**src/pkg/isbe_pkg.sv**
```systemverilog
// Constants and types shared by the slave error, boot error and event logic
package isbe_pkg;

    // Clock rate and default timeout periods
    localparam int CLK_MHZ         = 100;
    localparam int SCL_LOW_TMO_US  = 25;
    localparam int BYTE_TMO_US     = 100;
    localparam int XACT_TMO_US     = 1000;
    localparam int SCL_LOW_TMO_CYC = SCL_LOW_TMO_US * CLK_MHZ;
    localparam int BYTE_TMO_CYC    = BYTE_TMO_US * CLK_MHZ;
    localparam int XACT_TMO_CYC    = XACT_TMO_US * CLK_MHZ;
    localparam int TMO_CNT_W       = 20;

    // Event vector layout
    localparam int EVT_W      = 11;
    localparam int EV_SCLTO   = 0;
    localparam int EV_BYTTO   = 1;
    localparam int EV_TRTO    = 2;
    localparam int EV_COL     = 3;
    localparam int EV_WRDN    = 4;
    localparam int EV_RDDN    = 5;
    localparam int EV_DONE    = 6;
    localparam int EV_BL_BASE = 7;
    localparam int BL_EVT_W   = 4;

    // Boot event layout within the boot group
    localparam int BE_NOD = 0;
    localparam int BE_SZ  = 1;
    localparam int BE_TO  = 2;
    localparam int BE_ERR = 3;

    // Interrupt status layout
    localparam int STAT_W      = 5;
    localparam int ST_SLV_FAIL  = 0;
    localparam int ST_SLV_WRITE = 1;
    localparam int ST_SLV_READ  = 2;
    localparam int ST_SLV_OK    = 3;
    localparam int ST_BOOT_FAIL = 4;

    // Events that feed each status bit, status bit 4 first
    localparam logic [STAT_W-1:0][EVT_W-1:0] GRP_MAP = {
        11'h780, 11'h040, 11'h020, 11'h010, 11'h00F
    };

    // Boot loader limits
    localparam logic [2:0]  BL_MAX_TRIES  = 3'h6;
    localparam logic [15:0] BL_MAX_REGS_1B = 16'h00FF;
    localparam logic [15:0] BL_MAX_REGS_2B = 16'h1FFF;
    localparam logic [2:0]  CNT_PAD_FIRST = 3'h2;
    localparam logic [2:0]  CNT_PAD_LAST  = 3'h7;
    localparam logic [7:0]  CNT_PAD_BYTE  = 8'hFF;

    // Slave guard states
    typedef enum logic [1:0] {
        SL_IDLE = 2'b00,
        SL_XFER = 2'b01,
        SL_WAIT = 2'b10
    } isbe_sl_state_t;

endpackage

```
**src/verilog/isbe_boot_err.sv**
```systemverilog
// Boot loader error detection: retries, size, arbitration, timer and protocol faults
`timescale 1ns/1ps
`default_nettype none

module isbe_boot_err (
    // Clock and reset
    input  wire logic                          i_sys_clk,
    input  wire logic                          i_rst_n,
    // Loader progress
    input  wire logic                          i_load_start,
    input  wire logic                          i_try_done,
    input  wire logic                          i_try_acked,
    input  wire logic                          i_size_valid,
    input  wire logic                          i_two_byte_mode,
    input  wire logic [15:0]                   i_size,
    input  wire logic                          i_arb_lost,
    input  wire logic                          i_timer_expired,
    input  wire logic                          i_proto_err,
    input  wire logic                          i_cnt_valid,
    input  wire logic [2:0]                    i_cnt_idx,
    input  wire logic [7:0]                    i_cnt_byte,
    input  wire logic                          i_wr_valid,
    input  wire logic                          i_wr_addr_exists,
    // Results
    output logic                               o_retry,
    output logic                               o_abort,
    output logic                               o_wr_commit,
    output logic [isbe_pkg::BL_EVT_W-1:0]      o_evt
);

    typedef struct packed {
        logic                          active;
        logic [2:0]                    tries;
        logic                          retry;
        logic                          abort;
        logic                          commit;
        logic [isbe_pkg::BL_EVT_W-1:0] evt;
    } isbe_boot_state_t;

    isbe_boot_state_t r_ff;
    isbe_boot_state_t nxt_r;

    logic nack;
    logic size_bad;
    logic pad_bad;

    always_comb begin
        nxt_r        = r_ff;
        nxt_r.retry  = 1'b0;
        nxt_r.abort  = 1'b0;
        nxt_r.commit = 1'b0;
        nxt_r.evt    = '0;
        nack     = r_ff.active && i_try_done && !i_try_acked;
        size_bad = r_ff.active && i_size_valid &&
                   (i_two_byte_mode ? (i_size > isbe_pkg::BL_MAX_REGS_2B)
                                    : (i_size > isbe_pkg::BL_MAX_REGS_1B));
        pad_bad  = r_ff.active && i_cnt_valid && i_cnt_idx >= isbe_pkg::CNT_PAD_FIRST &&
                   i_cnt_idx <= isbe_pkg::CNT_PAD_LAST && i_cnt_byte != isbe_pkg::CNT_PAD_BYTE;
        if (i_load_start) begin
            nxt_r.active = 1'b1;
            nxt_r.tries  = '0;
        end else if (r_ff.active) begin
            if (i_try_done && i_try_acked) begin
                nxt_r.tries = '0;
            end
            if (nack) begin
                if (r_ff.tries == isbe_pkg::BL_MAX_TRIES - 3'h1) begin
                    nxt_r.evt[isbe_pkg::BE_NOD] = 1'b1;
                end else begin
                    nxt_r.tries = r_ff.tries + 3'h1;
                    nxt_r.retry = 1'b1;
                end
            end
            nxt_r.evt[isbe_pkg::BE_SZ]  = size_bad;
            nxt_r.evt[isbe_pkg::BE_TO]  = i_arb_lost || i_timer_expired;
            nxt_r.evt[isbe_pkg::BE_ERR] = i_proto_err || pad_bad;
            if (nxt_r.evt != '0) begin
                nxt_r.abort  = 1'b1;
                nxt_r.active = 1'b0;
            end
            // Missing target register: word dropped silently
            nxt_r.commit = i_wr_valid && i_wr_addr_exists && nxt_r.evt == '0;
        end
    end

    always_ff @(posedge i_sys_clk) begin
        if (!i_rst_n) begin
            r_ff <= '0;
        end else begin
            r_ff <= nxt_r;
        end
    end

    assign o_retry     = r_ff.retry;
    assign o_abort     = r_ff.abort;
    assign o_wr_commit = r_ff.commit;
    assign o_evt       = r_ff.evt;

    property p_no_device;
        @(posedge i_sys_clk) disable iff (!i_rst_n)
        (nack && r_ff.tries == isbe_pkg::BL_MAX_TRIES - 3'h1 && !i_load_start)
        |=> o_abort && o_evt[isbe_pkg::BE_NOD] && !o_retry;
    endproperty
    a_no_device: assert property (p_no_device) else $error("no-device abort missing");

    property p_size;
        @(posedge i_sys_clk) disable iff (!i_rst_n)
        (size_bad && !i_load_start) |=> o_abort && o_evt[isbe_pkg::BE_SZ] ##1 !o_abort;
    endproperty
    a_size: assert property (p_size) else $error("size abort missing");

    property p_discard;
        @(posedge i_sys_clk) disable iff (!i_rst_n)
        (i_wr_valid && !i_wr_addr_exists) |=> !o_wr_commit;
    endproperty
    a_discard: assert property (p_discard) else $error("write to missing register kept");

    property p_timeout;
        @(posedge i_sys_clk) disable iff (!i_rst_n)
        (r_ff.active && !i_load_start && (i_arb_lost || i_timer_expired))
        |=> o_abort && o_evt[isbe_pkg::BE_TO] ##1 !r_ff.active || $past(i_load_start);
    endproperty
    a_timeout: assert property (p_timeout) else $error("boot timeout abort missing");

    property p_proto;
        @(posedge i_sys_clk) disable iff (!i_rst_n)
        (pad_bad && !i_load_start) |=> o_abort && o_evt[isbe_pkg::BE_ERR];
    endproperty
    a_proto: assert property (p_proto) else $error("boot protocol abort missing");

endmodule
`default_nettype wire

```
**src/verilog/isbe_slave_err_irq.sv**
```systemverilog
// Slave error guard, restricted register access and event/interrupt logic
`timescale 1ns/1ps
`default_nettype none

module isbe_slave_err_irq #(
    parameter int P_SCL_LOW_CYC = isbe_pkg::SCL_LOW_TMO_CYC,
    parameter int P_BYTE_CYC    = isbe_pkg::BYTE_TMO_CYC,
    parameter int P_XACT_CYC    = isbe_pkg::XACT_TMO_CYC
) (
    // Clock and reset
    input  wire logic                          i_sys_clk,
    input  wire logic                          i_rst_n,
    // Bus pins
    input  wire logic                          i_scl,
    output logic                               o_scl_o,
    output logic                               o_scl_oe,
    input  wire logic                          i_serial_data_line,
    output logic                               o_serial_data_line_o,
    output logic                               o_serial_data_line_oe,
    // Slave engine
    input  wire logic                          i_slv_active,
    input  wire logic                          i_slv_byte_start,
    input  wire logic                          i_slv_drive_phase,
    input  wire logic                          i_slv_sda_val,
    input  wire logic                          i_slv_scl_stretch,
    input  wire logic                          i_slv_xact_done,
    output logic                               o_slv_abort,
    // External register path
    input  wire logic                          i_reg_acc_en,
    input  wire logic                          i_ext_wr,
    input  wire logic [7:0]                    i_ext_wr_data,
    input  wire logic                          i_ext_rd,
    output logic [7:0]                         o_external_write_data_reg,
    output logic [7:0]                         o_external_read_data_reg,
    output logic                               o_int_wr_req,
    output logic                               o_int_rd_req,
    input  wire logic                          i_int_wr_done,
    input  wire logic                          i_int_rd_done,
    input  wire logic [7:0]                    i_int_rd_data,
    // Boot loader
    input  wire logic                          i_bl_load_start,
    input  wire logic                          i_bl_try_done,
    input  wire logic                          i_bl_try_acked,
    input  wire logic                          i_bl_size_valid,
    input  wire logic                          i_bl_two_byte_mode,
    input  wire logic [15:0]                   i_bl_size,
    input  wire logic                          i_bl_arb_lost,
    input  wire logic                          i_bl_timer_expired,
    input  wire logic                          i_bl_proto_err,
    input  wire logic                          i_bl_cnt_valid,
    input  wire logic [2:0]                    i_bl_cnt_idx,
    input  wire logic [7:0]                    i_bl_cnt_byte,
    input  wire logic                          i_bl_wr_valid,
    input  wire logic                          i_bl_wr_addr_exists,
    output logic                               o_bl_retry,
    output logic                               o_bl_abort,
    output logic                               o_bl_wr_commit,
    // Software status and interrupt
    input  wire logic                          i_stat_rd,
    input  wire logic [isbe_pkg::STAT_W-1:0]   i_stat_w1c,
    input  wire logic [isbe_pkg::STAT_W-1:0]   i_stat_w1s,
    input  wire logic [isbe_pkg::STAT_W-1:0]   i_int_en,
    input  wire logic [isbe_pkg::EVT_W-1:0]    i_evt_en,
    output logic [isbe_pkg::STAT_W-1:0]        o_int_status,
    output logic [isbe_pkg::EVT_W-1:0]         o_evt_state,
    output logic                               o_irq
);

    localparam int CW = isbe_pkg::TMO_CNT_W;

    typedef struct packed {
        isbe_pkg::isbe_sl_state_t   st;
        logic [1:0]                 scl_sy;
        logic [1:0]                 sda_sy;
        logic                       scl_prev;
        logic [CW-1:0]              low_cnt;
        logic [CW-1:0]              byte_cnt;
        logic [CW-1:0]              xact_cnt;
        logic                       sda_low;
        logic                       scl_low;
        logic                       abort;
        logic [7:0]                 wr_data;
        logic [7:0]                 rd_data;
        logic                       int_wr;
        logic                       int_rd;
        logic [isbe_pkg::EVT_W-1:0] new_evt;
        logic [isbe_pkg::EVT_W-1:0] snap;
    } isbe_main_state_t;

    isbe_main_state_t r_ff;
    isbe_main_state_t nxt_r;

    logic [isbe_pkg::BL_EVT_W-1:0] bl_evt;
    logic [isbe_pkg::EVT_W-1:0]    hw_evt;
    logic [isbe_pkg::EVT_W-1:0]    evt_state;
    logic                          xfer;
    logic                          scl_rise;
    logic                          t_low;
    logic                          t_byte;
    logic                          t_xact;
    logic                          col;
    logic                          fail;

    // Events belonging to a set of status bits
    function automatic logic [isbe_pkg::EVT_W-1:0] grp_mask(
        input logic [isbe_pkg::STAT_W-1:0] bits
    );
        logic [isbe_pkg::EVT_W-1:0] m;
        m = '0;
        for (int i = 0; i < isbe_pkg::STAT_W; i++) begin
            if (bits[i]) begin
                m = m | isbe_pkg::GRP_MAP[i];
            end
        end
        return m;
    endfunction

    isbe_boot_err u_boot (
        .i_sys_clk        (i_sys_clk),
        .i_rst_n          (i_rst_n),
        .i_load_start     (i_bl_load_start),
        .i_try_done       (i_bl_try_done),
        .i_try_acked      (i_bl_try_acked),
        .i_size_valid     (i_bl_size_valid),
        .i_two_byte_mode  (i_bl_two_byte_mode),
        .i_size           (i_bl_size),
        .i_arb_lost       (i_bl_arb_lost),
        .i_timer_expired  (i_bl_timer_expired),
        .i_proto_err      (i_bl_proto_err),
        .i_cnt_valid      (i_bl_cnt_valid),
        .i_cnt_idx        (i_bl_cnt_idx),
        .i_cnt_byte       (i_bl_cnt_byte),
        .i_wr_valid       (i_bl_wr_valid),
        .i_wr_addr_exists (i_bl_wr_addr_exists),
        .o_retry          (o_bl_retry),
        .o_abort          (o_bl_abort),
        .o_wr_commit      (o_bl_wr_commit),
        .o_evt            (bl_evt)
    );

    always_comb begin
        nxt_r        = r_ff;
        nxt_r.scl_sy = {r_ff.scl_sy[0], i_scl};
        nxt_r.sda_sy = {r_ff.sda_sy[0], i_serial_data_line};
        nxt_r.scl_prev = r_ff.scl_sy[1];
        nxt_r.abort  = 1'b0;
        nxt_r.int_wr = 1'b0;
        nxt_r.int_rd = 1'b0;
        xfer     = r_ff.st == isbe_pkg::SL_XFER;
        scl_rise = r_ff.scl_sy[1] && !r_ff.scl_prev;
        t_low    = xfer && !r_ff.scl_sy[1] && r_ff.low_cnt >= CW'(P_SCL_LOW_CYC);
        t_byte   = xfer && r_ff.byte_cnt >= CW'(P_BYTE_CYC);
        t_xact   = xfer && r_ff.xact_cnt >= CW'(P_XACT_CYC);
        col      = xfer && scl_rise && i_slv_drive_phase && i_slv_sda_val &&
                   !r_ff.sda_sy[1];
        fail     = t_low || t_byte || t_xact || col;
        // Slave guard
        nxt_r.low_cnt  = '0;
        nxt_r.byte_cnt = '0;
        nxt_r.xact_cnt = '0;
        nxt_r.sda_low  = 1'b0;
        nxt_r.scl_low  = 1'b0;
        case (r_ff.st)
            isbe_pkg::SL_IDLE: begin
                if (i_slv_active) begin
                    nxt_r.st = isbe_pkg::SL_XFER;
                end
            end
            isbe_pkg::SL_XFER: begin
                if (fail) begin
                    nxt_r.st    = isbe_pkg::SL_WAIT;
                    nxt_r.abort = 1'b1;
                end else if (!i_slv_active) begin
                    nxt_r.st = isbe_pkg::SL_IDLE;
                end else begin
                    nxt_r.low_cnt  = r_ff.scl_sy[1] ? '0 : r_ff.low_cnt + CW'(1);
                    nxt_r.byte_cnt = i_slv_byte_start ? '0 : r_ff.byte_cnt + CW'(1);
                    nxt_r.xact_cnt = r_ff.xact_cnt + CW'(1);
                    nxt_r.sda_low  = i_slv_drive_phase && !i_slv_sda_val;
                    nxt_r.scl_low  = i_slv_scl_stretch;
                end
            end
            isbe_pkg::SL_WAIT: begin
                if (!i_slv_active) begin
                    nxt_r.st = isbe_pkg::SL_IDLE;
                end
            end
            default: begin
                nxt_r.st = isbe_pkg::SL_IDLE;
            end
        endcase
        // External register path
        if (i_ext_wr) begin
            nxt_r.wr_data = i_ext_wr_data;
            nxt_r.int_wr  = i_reg_acc_en;
        end
        nxt_r.int_rd = i_ext_rd && i_reg_acc_en;
        if (i_int_rd_done) begin
            nxt_r.rd_data = i_int_rd_data;
        end
        // Events
        hw_evt = '0;
        hw_evt[isbe_pkg::EV_SCLTO] = t_low;
        hw_evt[isbe_pkg::EV_BYTTO] = t_byte;
        hw_evt[isbe_pkg::EV_TRTO]  = t_xact;
        hw_evt[isbe_pkg::EV_COL]   = col;
        hw_evt[isbe_pkg::EV_WRDN]  = i_int_wr_done;
        hw_evt[isbe_pkg::EV_RDDN]  = i_int_rd_done;
        hw_evt[isbe_pkg::EV_DONE]  = i_slv_xact_done;
        hw_evt[isbe_pkg::EV_BL_BASE +: isbe_pkg::BL_EVT_W] = bl_evt;
        // Snapshot on read, clear acts on snapshot only, new events survive
        nxt_r.snap = (i_stat_rd ? (r_ff.snap | r_ff.new_evt) : r_ff.snap) &
                     ~(grp_mask(i_stat_w1c) & i_evt_en);
        nxt_r.new_evt = (i_stat_rd ? '0 : r_ff.new_evt) | hw_evt |
                        grp_mask(i_stat_w1s);
    end

    always_ff @(posedge i_sys_clk) begin
        if (!i_rst_n) begin
            r_ff        <= '0;
            r_ff.scl_sy <= 2'h3;
            r_ff.sda_sy <= 2'h3;
            r_ff.scl_prev <= 1'b1;
        end else begin
            r_ff <= nxt_r;
        end
    end

    always_comb begin
        evt_state = (r_ff.new_evt | r_ff.snap) & i_evt_en;
        for (int i = 0; i < isbe_pkg::STAT_W; i++) begin
            o_int_status[i] = |(evt_state & isbe_pkg::GRP_MAP[i]);
        end
    end

    assign o_irq                     = |(o_int_status & i_int_en);
    assign o_evt_state               = r_ff.new_evt | r_ff.snap;
    assign o_scl_o                   = 1'b0;
    assign o_scl_oe                  = r_ff.scl_low;
    assign o_serial_data_line_o      = 1'b0;
    assign o_serial_data_line_oe     = r_ff.sda_low;
    assign o_slv_abort               = r_ff.abort;
    assign o_external_write_data_reg = r_ff.wr_data;
    assign o_external_read_data_reg  = r_ff.rd_data;
    assign o_int_wr_req              = r_ff.int_wr;
    assign o_int_rd_req              = r_ff.int_rd;

    property p_tmo_release;
        @(posedge i_sys_clk) disable iff (!i_rst_n)
        (t_low || t_byte || t_xact) |=> r_ff.st == isbe_pkg::SL_WAIT && !o_scl_oe &&
        !o_serial_data_line_oe && o_slv_abort && (r_ff.new_evt[2:0] != 3'h0);
    endproperty
    a_tmo_release: assert property (p_tmo_release) else $error("timeout not handled");

    property p_col_release;
        @(posedge i_sys_clk) disable iff (!i_rst_n)
        col |=> r_ff.st == isbe_pkg::SL_WAIT && !o_serial_data_line_oe &&
        r_ff.new_evt[isbe_pkg::EV_COL];
    endproperty
    a_col_release: assert property (p_col_release) else $error("collision not handled");

    property p_disabled_acc;
        @(posedge i_sys_clk) disable iff (!i_rst_n)
        (!i_reg_acc_en && i_ext_wr && !i_ext_rd) |=> !o_int_wr_req && !o_int_rd_req &&
        o_external_write_data_reg == $past(i_ext_wr_data);
    endproperty
    a_disabled_acc: assert property (p_disabled_acc) else $error("disabled access leaked");

    property p_irq_level;
        @(posedge i_sys_clk) disable iff (!i_rst_n)
        o_irq == ((evt_state & grp_mask(i_int_en)) != '0);
    endproperty
    a_irq_level: assert property (p_irq_level) else $error("interrupt level wrong");

    property p_w1s;
        @(posedge i_sys_clk) disable iff (!i_rst_n)
        i_stat_w1s[isbe_pkg::ST_SLV_FAIL] |=>
        r_ff.new_evt[3:0] == 4'hF;
    endproperty
    a_w1s: assert property (p_w1s) else $error("set register had no effect");

    property p_snap_needs_read;
        @(posedge i_sys_clk) disable iff (!i_rst_n)
        !i_stat_rd |=> (r_ff.snap & ~$past(r_ff.snap)) == '0;
    endproperty
    a_snap_needs_read: assert property (p_snap_needs_read) else $error("snapshot grew");

    property p_new_kept;
        @(posedge i_sys_clk) disable iff (!i_rst_n)
        (i_stat_w1c != '0 && !i_stat_rd) |=> (r_ff.new_evt & $past(r_ff.new_evt)) ==
        $past(r_ff.new_evt);
    endproperty
    a_new_kept: assert property (p_new_kept) else $error("new event lost on clear");

    property p_snapshot;
        @(posedge i_sys_clk) disable iff (!i_rst_n)
        (i_stat_rd && i_stat_w1c == '0) |=> r_ff.snap == ($past(r_ff.snap) |
        $past(r_ff.new_evt)) && (r_ff.new_evt & ~$past(hw_evt)) == '0 || $past(i_stat_w1s) != '0;
    endproperty
    a_snapshot: assert property (p_snapshot) else $error("snapshot merge wrong");

endmodule
`default_nettype wire

```
**config.mk**
```make
export PLATFORM = sky130hd
export DESIGN_NAME = isbe_slave_err_irq
export DESIGN_NICKNAME = d
export VERILOG_FILES = /design/src/pkg/isbe_pkg.sv /design/src/verilog/isbe_boot_err.sv /design/src/verilog/isbe_slave_err_irq.sv
export SDC_FILE = /design/constraint.sdc
export NUM_CORES = 1
export LEC_CHECK = 0
export ABC_AREA = 1
export BUFFER_PORTS_ARGS = -buffer_cell sky130_fd_sc_hd__buf_4
export CORE_MARGIN = 3
export CORE_UTILIZATION = 47
export CTS_BUF_LIST = sky130_fd_sc_hd__clkbuf_16
export DETAILED_ROUTE_END_ITERATION = 8
export HOLD_SLACK_MARGIN = 0.15
export PLACE_DENSITY = 0.76
export RECOVER_POWER = 25
export SLEW_MARGIN = 10
export SYNTH_ARGS = -nofsm -noshare
export SYNTH_HDL_FRONTEND = slang
export SYNTH_SLANG_ARGS = --single-unit
export TNS_END_PERCENT = 5
```
**constraint.sdc**
```tcl
create_clock -name i_sys_clk -period 1.47 [get_ports i_sys_clk]
set_input_delay 0.0735 -clock i_sys_clk [delete_from_list [all_inputs] [get_ports i_sys_clk]]
set_output_delay 0.0735 -clock i_sys_clk [all_outputs]
set_load 0.03 [all_outputs]
```
==> summary.md <==
The flow ran to the end, but the final reports show violations. The checks that failed: DRC, setup timing. The row count was 36; the detail-routed via count per cell was 5.390. The finished layout holds 1015 standard cells, fillers aside. The worst hold path was traced through 4 stages. The tools report the final hold violation count as 0. The commonest cells after synthesis are 121 x dfxtp_1, 116 x nor2_1, 66 x nand2_1.

The worst-case clock buffer depth is 2, and the mean instance size in the synthesized netlist is 8.229 um2. The tool flagged a number of max-cap violations equal to 0. The TritonCTS buffer count is 17, and the total via count after detailed routing is 5471. TritonCTS built the clock tree. Final sum of negative setup slack: -5.641 ns. By instance count, the leading cell after synthesis is dfxtp_1. The number of flops mapped to enable cells by yosys is 0. The worst register-to-register path begins at r_ff[83].

Routability-driven placement finished with a final weighted congestion of 0.8292. The number of I/O pins was 139. The tools report the overall power after layout as 9100 uW.

The post-synthesis simple-gate area fraction is 0.2471. The first global-routing pass estimated 25.87 mm of wire. The fraction of final layout cells with drive strength greater than 1 works out to 0.3141. For the worst setup path, the data required time is 1.40 ns. The run gives 0.004921 mm2 as the post-synthesis instance area. The async set-or-reset flop fraction in the synthesized netlist is 0, and the floorplan die area is 0.01173 mm2. The DRC violation count after routing was 1. The critical setup path kind is flop to output pin. For flop-to-flop paths, the worst setup slack is -0.23 ns.

The run gives 38 as the distinct cell type count after synthesis. The number of buffer cells added on primary ports was 127; the highest clock rate was 573.0 MHz. The tools report the number of antenna violations at the first check in global routing as 0.

Synthesized-area fraction occupied by ao, oa, aoi and oai cells: 0.08543. The xor/xnor cell area share of the yosys netlist was 0.06407; the flop and latch count out of synthesis was 121. The final global-route overflow total came out at 0. Flip-flop count of the largest register after layout: 86. The total wire length is 19.40 mm, and the detailed-route wire length per cell is 19.11 um.

The HPWL after detailed placement is 8.328 mm. The smallest setup slack after layout is -0.2753 ns, and the height of the die is 108.3 um. The utilization of the core after routing is 0.8023. For this block, the initial DRC count from the detailed router was 450.

Leading area contributor after synthesis: dfxtp_1. The clock sink count came out at 121. The category of the worst setup path capture point was an output pin. The master cell of the clock root buffer was clkbuf_16. The layout has 513 filler cells. The overall die width was 108.3 um; the peak fanout along the critical path was 2.

The prevailing post-synth register cell is dfxtp_1. Synthesis produced 598 cells. The global routing usage summed across all routing layers was 0.2831; the final count of negative-setup-slack endpoints was 60. Once placement completed, the tool counted placed cells totaling 878.

Data on the critical path arrives at its endpoint at 1.67 ns. The maximum vdd ir drop was 0.8282 mV. After synthesis, the largest family of logic cells by area is simple AND/OR/NAND/NOR gates. The logs give 0.4943 for the initial standard-cell utilization of the core and 4 for the maximum level of the CTS H-tree.

The logs give 0 for the number of slew-limit violations in the final report and 0.01362 ns for the setup skew after layout. Destination of the critical timing path: o_irq. The worst setup path is launched from a flop. The number of global-route vias before repair is 5389. Tracing the worst setup path back leads to its startpoint at r_ff[2].

The post-synthesis mux area share works out to 0. Area share of the largest cell type after synthesis: 0.4922. The worst min-delay path category is primary input to flop. The register area share after synthesis was 0.4922; the insertion delay to the later sink of the worst-skew pair was 0.43 ns.

The clock-pin slew on the worst setup and hold paths came out at 0.07 ns. The fraction of the mapped netlist area in adder cells is 0.02034. Counting I/O delays and the setup requirement, the final critical path takes 1.745 ns. Once placement finished, the instance area stood at 0.006168 mm2.

The detail route stage leaves a number of antenna-violating nets equal to 0. The number of nets in the layout is 973. The number of cells on the worst reg-to-reg path is 7.

Sorting the synthesized cells by area gives the leading types as dfxtp_1 49%, nor2_1 8.8%, nand2_1 5.0%. The power per standard cell area is 1139 mW/mm2. The run gives 7 as the total iterations of the first detailed-routing run. Number of warnings issued by yosys: 0. The run gives 0 as the count of inserted antenna diode cells.

The total area inside the core boundary comes to 0.009955 mm2. The endpoint identified for the worst register-to-register timing path is r_ff[93]. The largest net degree at the start of global routing was 24; the relative area change from synthesis to final layout was 62.29%.

For the leakage dissipation, the log shows 0.003515 uW. Summing all non-filler instances in the final layout gives an area of 0.007986 mm2. The worst hold path begins at i_bl_arb_lost. The final critical-path share of the clock period is 1.187. Setup repair after global routing could not meet its margin everywhere.
## area by class of cell
type | instances | area [um2] | share of cell area
repair buffers | 263 | 2223 | 0.2784
well taps | 133 | 166.4 | 0.02084
flip-flops and latches | 121 | 2441 | 0.3057
clock inverters | 15 | 191.4 | 0.02397
inverters | 66 | 251.5 | 0.03149
multi-input cells | 400 | 2287 | 0.2864
clock buffers | 17 | 425.4 | 0.05327
## cells in the final DEF (no fill, tap or decap), drive strengths merged
master,synthesis,layout
a211oi,11,11
inv,65,70
dfxtp,121,121
a21oi,36,36
nor3,12,12
nor2,128,128
o211a,1,1
o21ai,20,20
or2,12,12
conb,1,19
and3,1,1
nand3,25,25
o31ai,1,1
xor2,21,21
nand4,10,10
nor4,1,1
ha,8,8
a21o,1,1
clkinv,1,7
dlymetal6s4s,0,2
a22oi,2,2
a32o,1,1
xnor2,15,15
clkbuf,8,31
buf,21,150
clkinvlp,0,1
nor3b,1,1
nand2,71,71
o21bai,1,1
nand3b,2,2
bufinv,0,3
dlygate4sd3,0,97
## power breakdown
group / switching [uW] / internal, uW / total (uW)
Sequential: 81.2 / 3400 / 3480
Combinational: 634 / 568 / 1200
Clock: 1710 / 2710 / 4420
## cells by family after synthesis
kind of cell	count (synthesis)
buffers and inverters	95
adders and majority gates	8
other	1
DFF	121
and+or+nand+nor	263
xor gates and xnor gates	36
AOI/OAI and AO/OA	74
## timing repair
item / CTS / global route
endpoints found under the hold margin: 72 / 0
hold buffers: 99 / 0
pin swaps: 6 / 11
setup endpoints to repair: 30 / 70
gates cloned: 0 / 1
setup buffers: 1 / 4
resized for setup: 19 / 50
## metal layers
metal,part of all wire,GRT usage,up-vias
li1,-,-,2407
met1,0.34,0.2978,2510
met2,0.50,0.5067,423
met4,0.065,0.1416,0
met5,0,0,-
met3,0.093,0.09075,131
## worst min-delay path by stage
| stage | endpoint | slack [ns] |
|---|---|---|
| after floorplan | r_ff[0] | 0.17 |
| after global placement | r_ff[4] | 0.26 |
| after detailed placement | r_ff[4] | 0.26 |
| after CTS | o_int_rd_req | 0.18 |
| after global routing | u_boot.o_evt[2] | 0.18 |
| final | u_boot.o_evt[2] | 0.17 |
## metrics by stage
stage / hold slack (ns) / setup slack, ns
floorplan: 0.1691 / -0.2053
global placement: 0.2613 / 0.01102
detailed placement: 0.2620 / -0.08306
CTS: 0.1771 / -0.2326
global route: 0.1756 / -0.3451
finish: 0.1723 / -0.2753
## worst max-delay path: stages, from the launching register on
cell and delay [ns]:
dfxtp_2 0.33, or2_4 0.26, nand2_2 0.07, nand4_1 0.13
a22oi_2 0.16, nand4_1 0.14, buf_6 0.17
No activity file was read; power rests on OpenSTA's default activity.
